===== config.mk =====
export PLATFORM = sky130hd
export DESIGN_NAME = clwp_card_lock
export DESIGN_NICKNAME = d
export VERILOG_FILES = /design/src/include/clwp_pkg.sv /design/src/clwp_card_lock.sv
export VERILOG_INCLUDE_DIRS = /design/src /design/src/include
export SDC_FILE = /design/constraint.sdc
export NUM_CORES = 2
export LEC_CHECK = 0
export ABC_AREA = 1
export BUFFER_PORTS_ARGS = -buffer_cell sky130_fd_sc_hd__buf_2
export CAP_MARGIN = 25
export CORE_MARGIN = 8
export CORE_UTILIZATION = 35
export DETAILED_ROUTE_END_ITERATION = 7
export GPL_ROUTABILITY_DRIVEN = 0
export HOLD_SLACK_MARGIN = 0.02
export MAX_ROUTING_LAYER = met4
export PLACE_DENSITY = 0.51
export SYNTH_ARGS = -nofsm -noshare
export SYNTH_HDL_FRONTEND = slang
export SYNTH_SLANG_ARGS = --single-unit

===== constraint.sdc =====
create_clock -name pclk -period 7.25 [get_ports pclk]
set_clock_uncertainty 0.2 [all_clocks]
set_input_delay 0.725 -clock pclk [delete_from_list [all_inputs] [get_ports pclk]]
set_output_delay 0.725 -clock pclk [all_outputs]
set_load 0.05 [all_outputs]

===== src/include/clwp_cfg.svh =====
// Purpose: address map, field positions and sizes of the card lock block
// Assumes: 32-bit APB data, one aligned word per register
// Notes:   definitions only
`ifndef CLWP_CFG_SVH
`define CLWP_CFG_SVH
// ==========
// register byte offsets
`define CLWP_OFF_CTRL   8'h00
`define CLWP_OFF_CMD    8'h04
`define CLWP_OFF_ARG    8'h08
`define CLWP_OFF_STAT   8'h0C
`define CLWP_OFF_QBITS  8'h10
`define CLWP_OFF_QCRC   8'h14
`define CLWP_OFF_PLEN   8'h18
// ==========
// control and status fields
`define CLWP_CTRL_GEN   0
`define CLWP_CTRL_SEL   1
`define CLWP_CTRL_TWP   2
`define CLWP_CTRL_SZ_LO 8
`define CLWP_CTRL_SZ_HI 11
`define CLWP_ST_LOCKED  0
`define CLWP_ST_FAIL    1
`define CLWP_ST_ILLEGAL 2
`define CLWP_ST_BUSY    3
// ==========
// protection groups
`define CLWP_NGRP       64
`define CLWP_BLK_SHIFT  5'h09
`define CLWP_QBITS      32
`define CLWP_CRC_POLY   16'h1021
`define CLWP_CRC_INIT   16'h0000
// ==========
// lock data block
`define CLWP_PWD_BYTES  16
`define CLWP_BUF_BYTES  32
`define CLWP_BYTE_MODE  6'h00
`define CLWP_BYTE_LEN   6'h01
`define CLWP_BYTE_PWD   6'h02
`define CLWP_CNT_MAX    6'h3F
`define CLWP_M_SET      0
`define CLWP_M_CLR      1
`define CLWP_M_LOCK     2
`define CLWP_M_ERASE    3
`define CLWP_M_RSV_HI   7
`define CLWP_M_RSV_LO   4
`define CLWP_ERASE_ONLY 8'h08
`define CLWP_PLEN_MIN   8'h01
`define CLWP_PLEN_MAX   8'h10
`endif


===== src/include/clwp_pkg.sv =====
// Purpose: types shared by the card lock block
// Assumes: nothing
// Notes:   command codes are written to the command register
package clwp_pkg;
   // ==========
   // command register codes
   typedef enum logic [2:0] {
      CLWP_OP_NONE,
      CLWP_OP_PROTECT,
      CLWP_OP_UNPROTECT,
      CLWP_OP_QUERY,
      CLWP_OP_LOCK
   } clwp_op_type;
   // lock block receiver
   typedef enum logic [1:0] {
      CLWP_LK_IDLE,
      CLWP_LK_ARMED,
      CLWP_LK_EVAL
   } clwp_lk_type;
endpackage


===== src/clwp_card_lock.sv =====
// Purpose: group write protection and password lock of a memory card
// Assumes: link bytes framed by host clock, crc already checked upstream
// Notes:   password store is held by its own non-volatile reset only
// Functional notes
// RULE1: groups protectable only when group protection allowed
// RULE2: protect sets, unprotect clears addressed group
// RULE3: query returns 32 group bits plus crc16
// RULE4: group address rounded down to group boundary
// RULE5: 128-bit password, 8-bit length, non-volatile
// RULE6: locked card refuses data class commands
// RULE7: reset locks card when length nonzero
// RULE8: lock command only while card selected
// RULE9: lock command data arrives as one block
// RULE10: byte0 mode, byte1 length, then password
// RULE11: forced erase uses erase bit alone
// RULE12: lock bit locks, clear ignores it
// RULE13: password length valid from 1 to 16
// RULE14: host sets block length, adds crc
// RULE15: replacement sends old then new password
// RULE16: set needs old match, else fail flag
// RULE17: length zero means no password
// RULE18: matching clear empties store, else fail
// RULE19: matching lock locks card, else fail
// RULE20: lock on locked or empty card fails
// RULE21: unlock lasts for this power session
// RULE22: unlock on unlocked card fails
// RULE23: forced erase wipes password, groups, temp protect
// RULE24: erase on unlocked card or extra bits fails
// RULE25: mode bits set, clear, lock, erase; rest zero
`timescale 1ns/1ps
`include "clwp_cfg.svh"
module clwp_card_lock
   import clwp_pkg::*;
(
   input  wire logic        pclk,
   input  wire logic        presetn,
   input  wire logic        nvm_blank_n,
   input  wire logic        ce,
   input  wire logic        psel,
   input  wire logic        penable,
   input  wire logic        pwrite,
   input  wire logic [7:0]  paddr,
   input  wire logic [31:0] pwdata,
   output logic      [31:0] prdata,
   output logic             pready,
   output logic             pslverr,
   input  wire logic        lnk_clk,
   input  wire logic        lnk_frame,
   input  wire logic [7:0]  lnk_data,
   output logic             card_locked,
   output logic             lock_failure_flag
);
   // ==========
   // link sampling
   logic [2:0] lclk_s_q;
   logic [2:0] lfrm_s_q;
   logic [7:0] ldat1_q;
   logic [7:0] ldat2_q;
   logic       lrise;
   logic       lfall_frm;

   // two-stage sync; stage 0 feeds only stage 1
   always_ff @(posedge pclk or negedge presetn) begin
      if (!presetn) begin
         lclk_s_q <= 3'h0;
         lfrm_s_q <= 3'h0;
         ldat1_q  <= 8'h00;
         ldat2_q  <= 8'h00;
      end else if (ce) begin
         lclk_s_q <= {lclk_s_q[1:0], lnk_clk};
         lfrm_s_q <= {lfrm_s_q[1:0], lnk_frame};
         ldat1_q  <= lnk_data;
         ldat2_q  <= ldat1_q;
      end
   end

   // data and frame share the clock's sync depth, so they align at the edge
   assign lrise     = lclk_s_q[1] & ~lclk_s_q[2];
   assign lfall_frm = lfrm_s_q[2] & ~lfrm_s_q[1];

   // ==========
   // register bus
   logic        ctrl_gen_q;
   logic        ctrl_sel_q;
   logic        ctrl_twp_q;
   logic [3:0]  ctrl_sz_q;
   logic [31:0] arg_q;
   logic [31:0] qbits_q;
   logic [15:0] qcrc_q;
   logic        illegal_q;
   logic        fail_q;
   logic        locked_q;
   logic        boot_q;
   logic        wr_en;
   logic        cmd_wr;
   logic        stat_wr;
   logic        mapped;
   logic [31:0] rd_val;
   clwp_op_type op;
   clwp_lk_type lk_q;

   // write lands on the edge that sees pready high
   assign wr_en   = psel & penable & pready & pwrite;
   assign cmd_wr  = wr_en & (paddr == `CLWP_OFF_CMD);
   assign stat_wr = wr_en & (paddr == `CLWP_OFF_STAT);
   assign op      = clwp_op_type'(pwdata[2:0]);

   // read mux and decode
   always_comb begin
      mapped = 1'b1;
      rd_val = 32'h0000_0000;
      case (paddr)
         `CLWP_OFF_CTRL: begin
            rd_val[`CLWP_CTRL_GEN] = ctrl_gen_q;
            rd_val[`CLWP_CTRL_SEL] = ctrl_sel_q;
            rd_val[`CLWP_CTRL_TWP] = ctrl_twp_q;
            rd_val[`CLWP_CTRL_SZ_HI:`CLWP_CTRL_SZ_LO] = ctrl_sz_q;
         end
         `CLWP_OFF_CMD:   rd_val = 32'h0000_0000;
         `CLWP_OFF_ARG:   rd_val = arg_q;
         `CLWP_OFF_STAT: begin
            rd_val[`CLWP_ST_LOCKED]  = locked_q;
            rd_val[`CLWP_ST_FAIL]    = fail_q;
            rd_val[`CLWP_ST_ILLEGAL] = illegal_q;
            rd_val[`CLWP_ST_BUSY]    = (lk_q != CLWP_LK_IDLE);
         end
         `CLWP_OFF_QBITS: rd_val = qbits_q;
         `CLWP_OFF_QCRC:  rd_val = {16'h0000, qcrc_q};
         `CLWP_OFF_PLEN:  rd_val = 32'h0000_0000;
         default:         mapped = 1'b0;
      endcase
   end

   // one wait state; data and error come with pready
   always_ff @(posedge pclk or negedge presetn) begin
      if (!presetn) begin
         pready  <= 1'b0;
         pslverr <= 1'b0;
         prdata  <= 32'h0000_0000;
      end else if (ce) begin
         pready  <= psel & penable & ~pready;
         pslverr <= psel & penable & ~pready & ~mapped;
         if (psel & penable & ~pready & ~pwrite) begin
            prdata <= rd_val;
         end
      end
   end

   // ==========
   // control and argument registers
   logic do_erase;

   always_ff @(posedge pclk or negedge presetn) begin
      if (!presetn) begin
         ctrl_gen_q <= 1'b0;
         ctrl_sel_q <= 1'b0;
         ctrl_twp_q <= 1'b0;
         ctrl_sz_q  <= 4'h0;
      end else if (ce) begin
         if (wr_en && paddr == `CLWP_OFF_CTRL) begin
            ctrl_gen_q <= pwdata[`CLWP_CTRL_GEN];
            ctrl_sel_q <= pwdata[`CLWP_CTRL_SEL];
            ctrl_twp_q <= pwdata[`CLWP_CTRL_TWP];
            ctrl_sz_q  <= pwdata[`CLWP_CTRL_SZ_HI:`CLWP_CTRL_SZ_LO];
         end
         if (do_erase) begin
            ctrl_twp_q <= 1'b0; // RULE23
         end
      end
   end

   always_ff @(posedge pclk or negedge presetn) begin
      if (!presetn) begin
         arg_q <= 32'h0000_0000;
      end else if (ce && wr_en && paddr == `CLWP_OFF_ARG) begin
         arg_q <= pwdata;
      end
   end

   // ==========
   // protection groups
   logic [`CLWP_NGRP-1:0]  grp_q;
   logic [31:0]            gsh;
   logic [5:0]             gidx;
   logic [`CLWP_QBITS-1:0] qsel;
   logic                   grp_ok;
   logic                   lk_ok;

   // shifting by block and group size drops the low address bits
   assign gsh  = arg_q >> (`CLWP_BLK_SHIFT + 5'(ctrl_sz_q)); // RULE4
   assign gidx = gsh[5:0];

   // data class commands need an unlocked card with groups allowed
   assign grp_ok = ~locked_q & ctrl_gen_q; // RULE1 RULE6
   assign lk_ok  = ctrl_sel_q & (lk_q == CLWP_LK_IDLE); // RULE8

   // 32 groups from the addressed one, wrapping at the top
   always_comb begin
      qsel = '0;
      for (int i = 0; i < `CLWP_QBITS; i++) begin
         qsel[i] = grp_q[gidx + 6'(i)]; // RULE3
      end
   end

   // crc16 over the query bits, first group first
   function automatic logic [15:0] clwp_crc16(input logic [`CLWP_QBITS-1:0] d);
      logic [15:0] c;
      logic        fb;
      c = `CLWP_CRC_INIT;
      for (int i = 0; i < `CLWP_QBITS; i++) begin
         fb = c[15] ^ d[i];
         c  = {c[14:0], 1'b0} ^ (fb ? `CLWP_CRC_POLY : 16'h0000);
      end
      return c;
   endfunction

   always_ff @(posedge pclk or negedge presetn) begin
      if (!presetn) begin
         grp_q <= '0;
      end else if (ce) begin
         if (do_erase) begin
            grp_q <= '0; // RULE23
         end else if (cmd_wr && grp_ok && op == CLWP_OP_PROTECT) begin
            grp_q[gidx] <= 1'b1; // RULE2
         end else if (cmd_wr && grp_ok && op == CLWP_OP_UNPROTECT) begin
            grp_q[gidx] <= 1'b0; // RULE2
         end
      end
   end

   // query result is captured once and stays until the next query
   always_ff @(posedge pclk or negedge presetn) begin
      if (!presetn) begin
         qbits_q <= 32'h0000_0000;
         qcrc_q  <= 16'h0000;
      end else if (ce && cmd_wr && grp_ok && op == CLWP_OP_QUERY) begin
         qbits_q <= qsel; // RULE3
         qcrc_q  <= clwp_crc16(qsel); // RULE3
      end
   end

   // ==========
   // lock data block receiver
   logic [7:0] mode_q;
   logic [7:0] len_q;
   logic [5:0] cnt_q;
   logic [7:0] buf_q [`CLWP_BUF_BYTES];
   logic [5:0] boff;

   assign boff = cnt_q - `CLWP_BYTE_PWD;

   // block bytes arrive on rising link edges inside the frame
   always_ff @(posedge pclk or negedge presetn) begin
      if (!presetn) begin
         lk_q   <= CLWP_LK_IDLE;
         mode_q <= 8'h00;
         len_q  <= 8'h00;
         cnt_q  <= 6'h00;
      end else if (ce) begin
         case (lk_q)
            CLWP_LK_IDLE: begin
               cnt_q <= 6'h00;
               if (cmd_wr && op == CLWP_OP_LOCK && lk_ok) begin
                  lk_q <= CLWP_LK_ARMED; // RULE8
               end
            end
            CLWP_LK_ARMED: begin
               if (lrise && lfrm_s_q[1] && cnt_q != `CLWP_CNT_MAX) begin
                  cnt_q <= cnt_q + 6'h01; // RULE9
                  if (cnt_q == `CLWP_BYTE_MODE) begin
                     mode_q <= ldat2_q; // RULE10
                  end
                  if (cnt_q == `CLWP_BYTE_LEN) begin
                     len_q <= ldat2_q; // RULE10
                  end
               end
               if (lfall_frm && cnt_q != `CLWP_BYTE_MODE) begin
                  lk_q <= CLWP_LK_EVAL;
               end
            end
            CLWP_LK_EVAL: begin
               lk_q <= CLWP_LK_IDLE;
            end
            default: begin
               lk_q <= CLWP_LK_IDLE;
            end
         endcase
      end
   end

   // password bytes; cleared while idle, so with only a mode byte they read as zero
   always_ff @(posedge pclk) begin
      if (ce && lk_q == CLWP_LK_IDLE) begin
         for (int i = 0; i < `CLWP_BUF_BYTES; i++) begin
            buf_q[i] <= 8'h00;
         end
      end else if (ce && lk_q == CLWP_LK_ARMED && lrise && lfrm_s_q[1]) begin
         if (cnt_q >= `CLWP_BYTE_PWD && boff < 6'(`CLWP_BUF_BYTES)) begin
            buf_q[boff[4:0]] <= ldat2_q; // RULE10 RULE15
         end
      end
   end

   // ==========
   // non-volatile password store
   logic [7:0] pwd_q [`CLWP_PWD_BYTES];
   logic [7:0] plen_q;
   logic [7:0] npwd [`CLWP_PWD_BYTES];
   logic [7:0] nlen;
   logic       ok;
   logic       do_store;
   logic       do_clear;
   logic       do_lock;
   logic       do_unlock;
   logic       prefix_eq;
   logic       match_cur;
   logic       len_valid;
   logic       rsv_zero;
   logic       eval;

   assign eval = ce & (lk_q == CLWP_LK_EVAL);

   // compare and decide; the first of the erase, clear, set, lock bits picks the action, none means unlock
   always_comb begin
      logic [7:0] j;
      j         = 8'h00;
      prefix_eq = 1'b1;
      for (int i = 0; i < `CLWP_PWD_BYTES; i++) begin
         if (8'(i) < plen_q && buf_q[i] != pwd_q[i]) begin
            prefix_eq = 1'b0;
         end
      end
      match_cur = prefix_eq & (len_q == plen_q); // RULE16
      len_valid = (len_q >= `CLWP_PLEN_MIN) & (len_q <= `CLWP_PLEN_MAX); // RULE13
      rsv_zero  = (mode_q[`CLWP_M_RSV_HI:`CLWP_M_RSV_LO] == 4'h0); // RULE25
      nlen      = len_q - plen_q; // RULE15
      for (int i = 0; i < `CLWP_PWD_BYTES; i++) begin
         j = plen_q + 8'(i);
         npwd[i] = (8'(i) < nlen && j < 8'(`CLWP_BUF_BYTES)) ? buf_q[j[4:0]] : 8'h00;
      end
      ok        = 1'b0;
      do_erase  = 1'b0;
      do_store  = 1'b0;
      do_clear  = 1'b0;
      do_lock   = 1'b0;
      do_unlock = 1'b0;
      if (mode_q[`CLWP_M_ERASE]) begin
         ok       = (mode_q == `CLWP_ERASE_ONLY) & locked_q; // RULE11 RULE24
         do_erase = eval & ok; // RULE23
      end else if (mode_q[`CLWP_M_CLR]) begin
         ok       = rsv_zero & len_valid & match_cur; // RULE12 RULE18
         do_clear = eval & ok;
      end else if (mode_q[`CLWP_M_SET]) begin
         ok       = rsv_zero & prefix_eq & (len_q > plen_q) & (nlen >= `CLWP_PLEN_MIN)
                    & (nlen <= `CLWP_PLEN_MAX); // RULE16 RULE13
         do_store = eval & ok;
         do_lock  = eval & ok & mode_q[`CLWP_M_LOCK]; // RULE12
      end else if (mode_q[`CLWP_M_LOCK]) begin
         ok      = rsv_zero & ~locked_q & (plen_q != 8'h00) & len_valid & match_cur; // RULE19 RULE20
         do_lock = eval & ok;
      end else begin
         ok        = rsv_zero & locked_q & len_valid & match_cur; // RULE22
         do_unlock = eval & ok; // RULE21
      end
   end

   // store survives the bus reset; only the blanking reset, a matching clear or a forced erase empties it
   always_ff @(posedge pclk or negedge nvm_blank_n) begin
      if (!nvm_blank_n) begin
         plen_q <= 8'h00;
         for (int i = 0; i < `CLWP_PWD_BYTES; i++) begin
            pwd_q[i] <= 8'h00;
         end
      end else if (ce && (do_clear || do_erase)) begin
         plen_q <= 8'h00; // RULE17 RULE18 RULE23
         for (int i = 0; i < `CLWP_PWD_BYTES; i++) begin
            pwd_q[i] <= 8'h00;
         end
      end else if (ce && do_store) begin
         plen_q <= nlen; // RULE5 RULE16
         for (int i = 0; i < `CLWP_PWD_BYTES; i++) begin
            pwd_q[i] <= npwd[i];
         end
      end
   end

   // ==========
   // lock state and flags
   // first enabled edge after reset decides the lock from the store
   always_ff @(posedge pclk or negedge presetn) begin
      if (!presetn) begin
         boot_q   <= 1'b1;
         locked_q <= 1'b0;
      end else if (ce) begin
         if (boot_q) begin
            boot_q   <= 1'b0;
            locked_q <= (plen_q != 8'h00); // RULE7 RULE17
         end else if (do_lock) begin
            locked_q <= 1'b1; // RULE19
         end else if (do_unlock || do_erase) begin
            locked_q <= 1'b0; // RULE21 RULE23
         end
      end
   end

   // sticky flags, cleared by writing one; a new event beats the clear
   always_ff @(posedge pclk or negedge presetn) begin
      if (!presetn) begin
         fail_q    <= 1'b0;
         illegal_q <= 1'b0;
      end else if (ce) begin
         if (eval && !ok) begin
            fail_q <= 1'b1; // RULE16 RULE18 RULE20 RULE22 RULE24
         end else if (stat_wr && pwdata[`CLWP_ST_FAIL]) begin
            fail_q <= 1'b0;
         end
         if (cmd_wr && ((op == CLWP_OP_LOCK) ? !lk_ok : (op != CLWP_OP_NONE && !grp_ok))) begin
            illegal_q <= 1'b1; // RULE6
         end else if (stat_wr && pwdata[`CLWP_ST_ILLEGAL]) begin
            illegal_q <= 1'b0;
         end
      end
   end

   // ==========
   // status pins
   always_ff @(posedge pclk or negedge presetn) begin
      if (!presetn) begin
         card_locked       <= 1'b0;
         lock_failure_flag <= 1'b0;
      end else if (ce) begin
         card_locked       <= locked_q;
         lock_failure_flag <= fail_q;
      end
   end

endmodule // clwp_card_lock


==> results summary <==
The library cells used most frequently in the layout, excluding fill and tap cells, are nand2_1 (1968), o21ai_0 (922), nand3_1 (727). The worst setup path is launched from a flip-flop. The slew at the pin closest to its max-slew limit came out at 1.166 ns. Grouping stages by cell kind, the critical path spends the most delay in simple AND/OR/NAND/NOR gates. The count of filler cells inserted in the layout is 14370. After clock tree synthesis, the clock-pin slew on the worst setup and hold paths is 0.06 ns. The total count of hold-check failures in the final report is 0. The worst-path maximum fanout came out at 36.

The tree built by TritonCTS fans out to 629 sinks. In this design, the critical path's most frequently occurring cell is nand2_1. Across every metal layer, demand over resource in global routing totals 0.2847. The amount of wire on met3 after detailed routing came out at 16220 µm. The post-layout minimum cycle time came out at 6.263 ns.

The register bit count reported by yosys came out at 629. The share of total power consumed by net switching came out at 0.3004. At the worst endpoint, the arrival time is 6.64 ns. Overall power consumption after layout is estimated at 9.183 mW. The average cell area after synthesis came out at 6.835 µm². In this run the remaining antenna-violating nets after routing total 0. TritonCTS built the clock tree. The number of DRC markers after the initial detailed-route iteration is 6617. Clock tree synthesis selected as its root buffer the cell clkbuf_16.

The post-route met1 wirelength is 90360 µm. The Yosys warning count is 0. In this run the worst hold path is classified as in -> reg. The total detailed-routing wirelength came out at 217300 µm. The number of global-route vias before repair came out at 45700.

The count of unique library cells instantiated by Yosys came out at 68. The overall die area came out at 149700 µm². The signed area change from the synthesized netlist to the final layout came out at 9.906%. The vertical die dimension is 387.0 µm. Of the total power, registers draw 0.421. The H-tree depth is 3. No sink is reached through more buffers than the 3 on the longest clock path. The number of port buffers is 92.

In this run, synthesis inferred 256 flip-flops with an integrated enable. The horizontal extent of the die came out at 387.0 µm. The number of antenna violations at the first check in global routing is 5. The share of flip-flops with an asynchronous set or reset came out at 0.5930. The post-route fraction of the period consumed by the critical path came out at 0.8639. The mean number of vias per cell came out at 5.717. The worst register-to-register path has a setup slack of 0.99 ns. For hold timing, the worst endpoint is lclk_s_q[0]$_DFFE_PN0P_. The worst setup path is captured at a flip-flop.

For this run the aggregate overflow at the end of global routing stands at 0. The global-route wire length before repair came out at 313300 µm. The slowest library cell on the worst path is dfrtp_1.

In this run the critical register-to-register path is captured at qcrc_q[5]$_DFFE_PN0P_. Entering global routing, the biggest net connects 161 pins. The synthesized netlist occupies a cell area of 48160 µm². The via count is 50270. The number of buffers and inverters on the critical path is 7. The net count after synthesis is 7154.

The startpoint identified for the worst register-to-register timing path is ctrl_sz_q[0]$_DFFE_PN0P_. The data required time of the worst path came out at 7.63 ns. After detailed routing, the average wire length per cell comes to 24.72 µm.

Timing would allow up to 0.1597 GHz. Adding up every negative setup slack in the final design gives 0 ns. Detailed routing placed a total of 95240 µm of wire on met2.

The setup path with the least slack is of type reg -> reg. The startpoint of the most critical hold path is lnk_clk. The sequential-to-total area share from yosys stat is 0.3534. For this design the top-level I/O count stands at 93. The commonest non-fill, non-tap cell in the layout is nand2_1. The first detailed-routing pass ran for 8 iterations.

Summed over all nets, the switching power comes to 2.759 mW. The number of nets in the final layout is 7039. Setup repair after global routing left no endpoint under its margin.

The flow ran to the end, and the final reports show no timing, DRC or antenna violations. The relative slew slack came out at 0.2153. After floorplanning, the core was divided into 136 placement rows. For this design the ratio of total power to cell area is 173.5 nW/µm².

Gates resized during post-CTS repair numbered 0. The number of cells on the worst reg-to-reg path is 35. The setup-violating endpoint count in the final report is 0. The number of buffers inserted during clock tree synthesis is 77. The remaining design rule violation count is 0. The final-report max-slew violation count is 0.

The placed wire-length estimate is 163500 µm. The highest layer touched by signal routing is met4. The worst-case vdd ir drop came out at 0.1668 mV. The later pin in the worst-skew pair is clocked with a latency of 0.71 ns. The core region is 137000 µm². The static leakage is 24.19 nW. The proportion of power drawn by combinational gates is 0.145. The max-capacitance violation count came out at 0.

The proportion of layout cells with a drive suffix above 1 came out at 0.07036. The starting density of the core came out at 0.3516. The number of instances in the synthesized netlist is 7046. Cell internal power was estimated by the tool at 6.425 mW. The cell depth of the worst hold path is 3. Of the total power, the clock network draws 0.434. The critical path's largest stage delay came out at 0.79 ns. In the synthesized netlist the dominant register cell turns out to be dfrtp_1.
## how the worst max path moves through the flow
| stage | from | to | slack, ns | depth (start not counted) |
|---|---|---|---|---|
| 6_report | ctrl_sz_q[0]$_DFFE_PN0P_ | qcrc_q[5]$_DFFE_PN0P_ | 0.99 | 35 |
| 4_1_cts | ctrl_sz_q[0]$_DFFE_PN0P_ | qcrc_q[5]$_DFFE_PN0P_ | 1.16 | 35 |
| 3_3_place_gp | ctrl_sz_q[0]$_DFFE_PN0P_ | qcrc_q[5]$_DFFE_PN0P_ | 1.33 | 35 |
| 2_1_floorplan | plen_q[1]$_DFFE_PN0P_ | plen_q[1]$_DFFE_PN0P_ | 2.07 | 29 |
| 3_5_place_dp | ctrl_sz_q[0]$_DFFE_PN0P_ | qcrc_q[5]$_DFFE_PN0P_ | 1.19 | 35 |
| 5_1_grt | ctrl_sz_q[0]$_DFFE_PN0P_ | qcrc_q[12]$_DFFE_PN0P_ | 0.55 | 35 |
## state kept, by name (all words and copies together) (netlist names), 3 cells and up
name	count
arg_q	32
buf_q	256
cnt_q	6
ctrl_sz_q	4
grp_q	64
lclk_s_q	3
ldat1_q	8
ldat2_q	8
len_q	8
lfrm_s_q	3
mode_q	8
plen_q	8
prdata	32
pwd_q	128
qbits_q	32
qcrc_q	16
## per-layer routing
metal  vias to the layer above  track usage
met3                       470      0.03898
met5                         -            -
met1                     24070       0.3673
li1                      23360            -
met2                      2368       0.4313
met4                         0       0.1569
## cells by family after synthesis
family / Yosys count / share of synthesized area
AND/OR/NAND/NOR: 3453 / 0.3008
multiplexers: 196 / 0.04149
flip-flops: 629 / 0.3534
XOR/XNOR: 142 / 0.02933
AO/OA/AOI/OAI: 1475 / 0.1732
adder cells (fa/ha/maj): 51 / 0.01341
buffers and inverters: 1100 / 0.08833
## per-stage QoR
step                      instances  hold WS, ns  instance area (µm²)  setup WS (ns)    util
after global routing           8791      0.02983                52930         0.5469  0.3864
after CTS                      8778      0.02202                52780          1.160  0.3853
after detailed placement       8627       0.2604                50160          1.190  0.3661
after floorplan                7046       0.2294                48160          2.072       -
final                          8792      0.05658                52930         0.9869  0.3864
after global placement         8621       0.2588                50090          1.326  0.3657
## cell usage after synthesis, drive strengths merged (62+ instances only)
cell type  number  share of area
edfxtp        256           0.16
xor2           89          0.019
a21oi         244          0.025
clkbuf        298          0.023
nand3         741          0.078
inv           689          0.054
buf            93         0.0098
o21ai         957           0.10
nor2          546          0.043
nand4          68         0.0088
nand2        2019           0.16
mux2i         167          0.035
dfrtp         372           0.19
o32ai          62          0.011
## worst register-to-register path, delay by kind of cell, from the launching register on
| kind | cells | cell delay (ns) |
|---|---|---|
| DFF | 1 | 0.79 |
| adders and majority gates | 1 | 0.31 |
| AOI/OAI and AO/OA | 2 | 0.19 |
| buffers and inverters | 7 | 1.40 |
| and+or+nand+nor | 25 | 3.24 |
## power groups by stage
| stage | Combinational (mW) | Sequential [mW] | Clock (mW) |
|---|---|---|---|
| detailed placement | 1.30 | 3.93 | 0 |
| global placement | 1.29 | 3.93 | 0 |
| finish | 1.33 | 3.86 | 3.99 |
| floorplan | 0.793 | 3.91 | 0 |
| CTS | 1.31 | 3.86 | 4.05 |
| global route | 1.44 | 3.87 | 4.18 |
## layout make-up
type | count | area (µm²) | share of cell area
sequential | 629 | 17030 | 0.3218
inverter | 709 | 2671 | 0.05047
tap | 1794 | 2245 | 0.04241
clock buffer | 102 | 2145 | 0.04051
clock inverter | 39 | 376.6 | 0.007115
multi-input combinational | 5317 | 27030 | 0.5106
timing repair buffer | 197 | 1423 | 0.02688
antenna | 5 | 12.51 | 0.0002364
## what timing repair did
action / CTS / global route
setup buffers: 0 / 0
hold buffers: 10 / 0
hold endpoints to repair: 154 / 0
No activity file was read; power rests on OpenSTA's default activity.
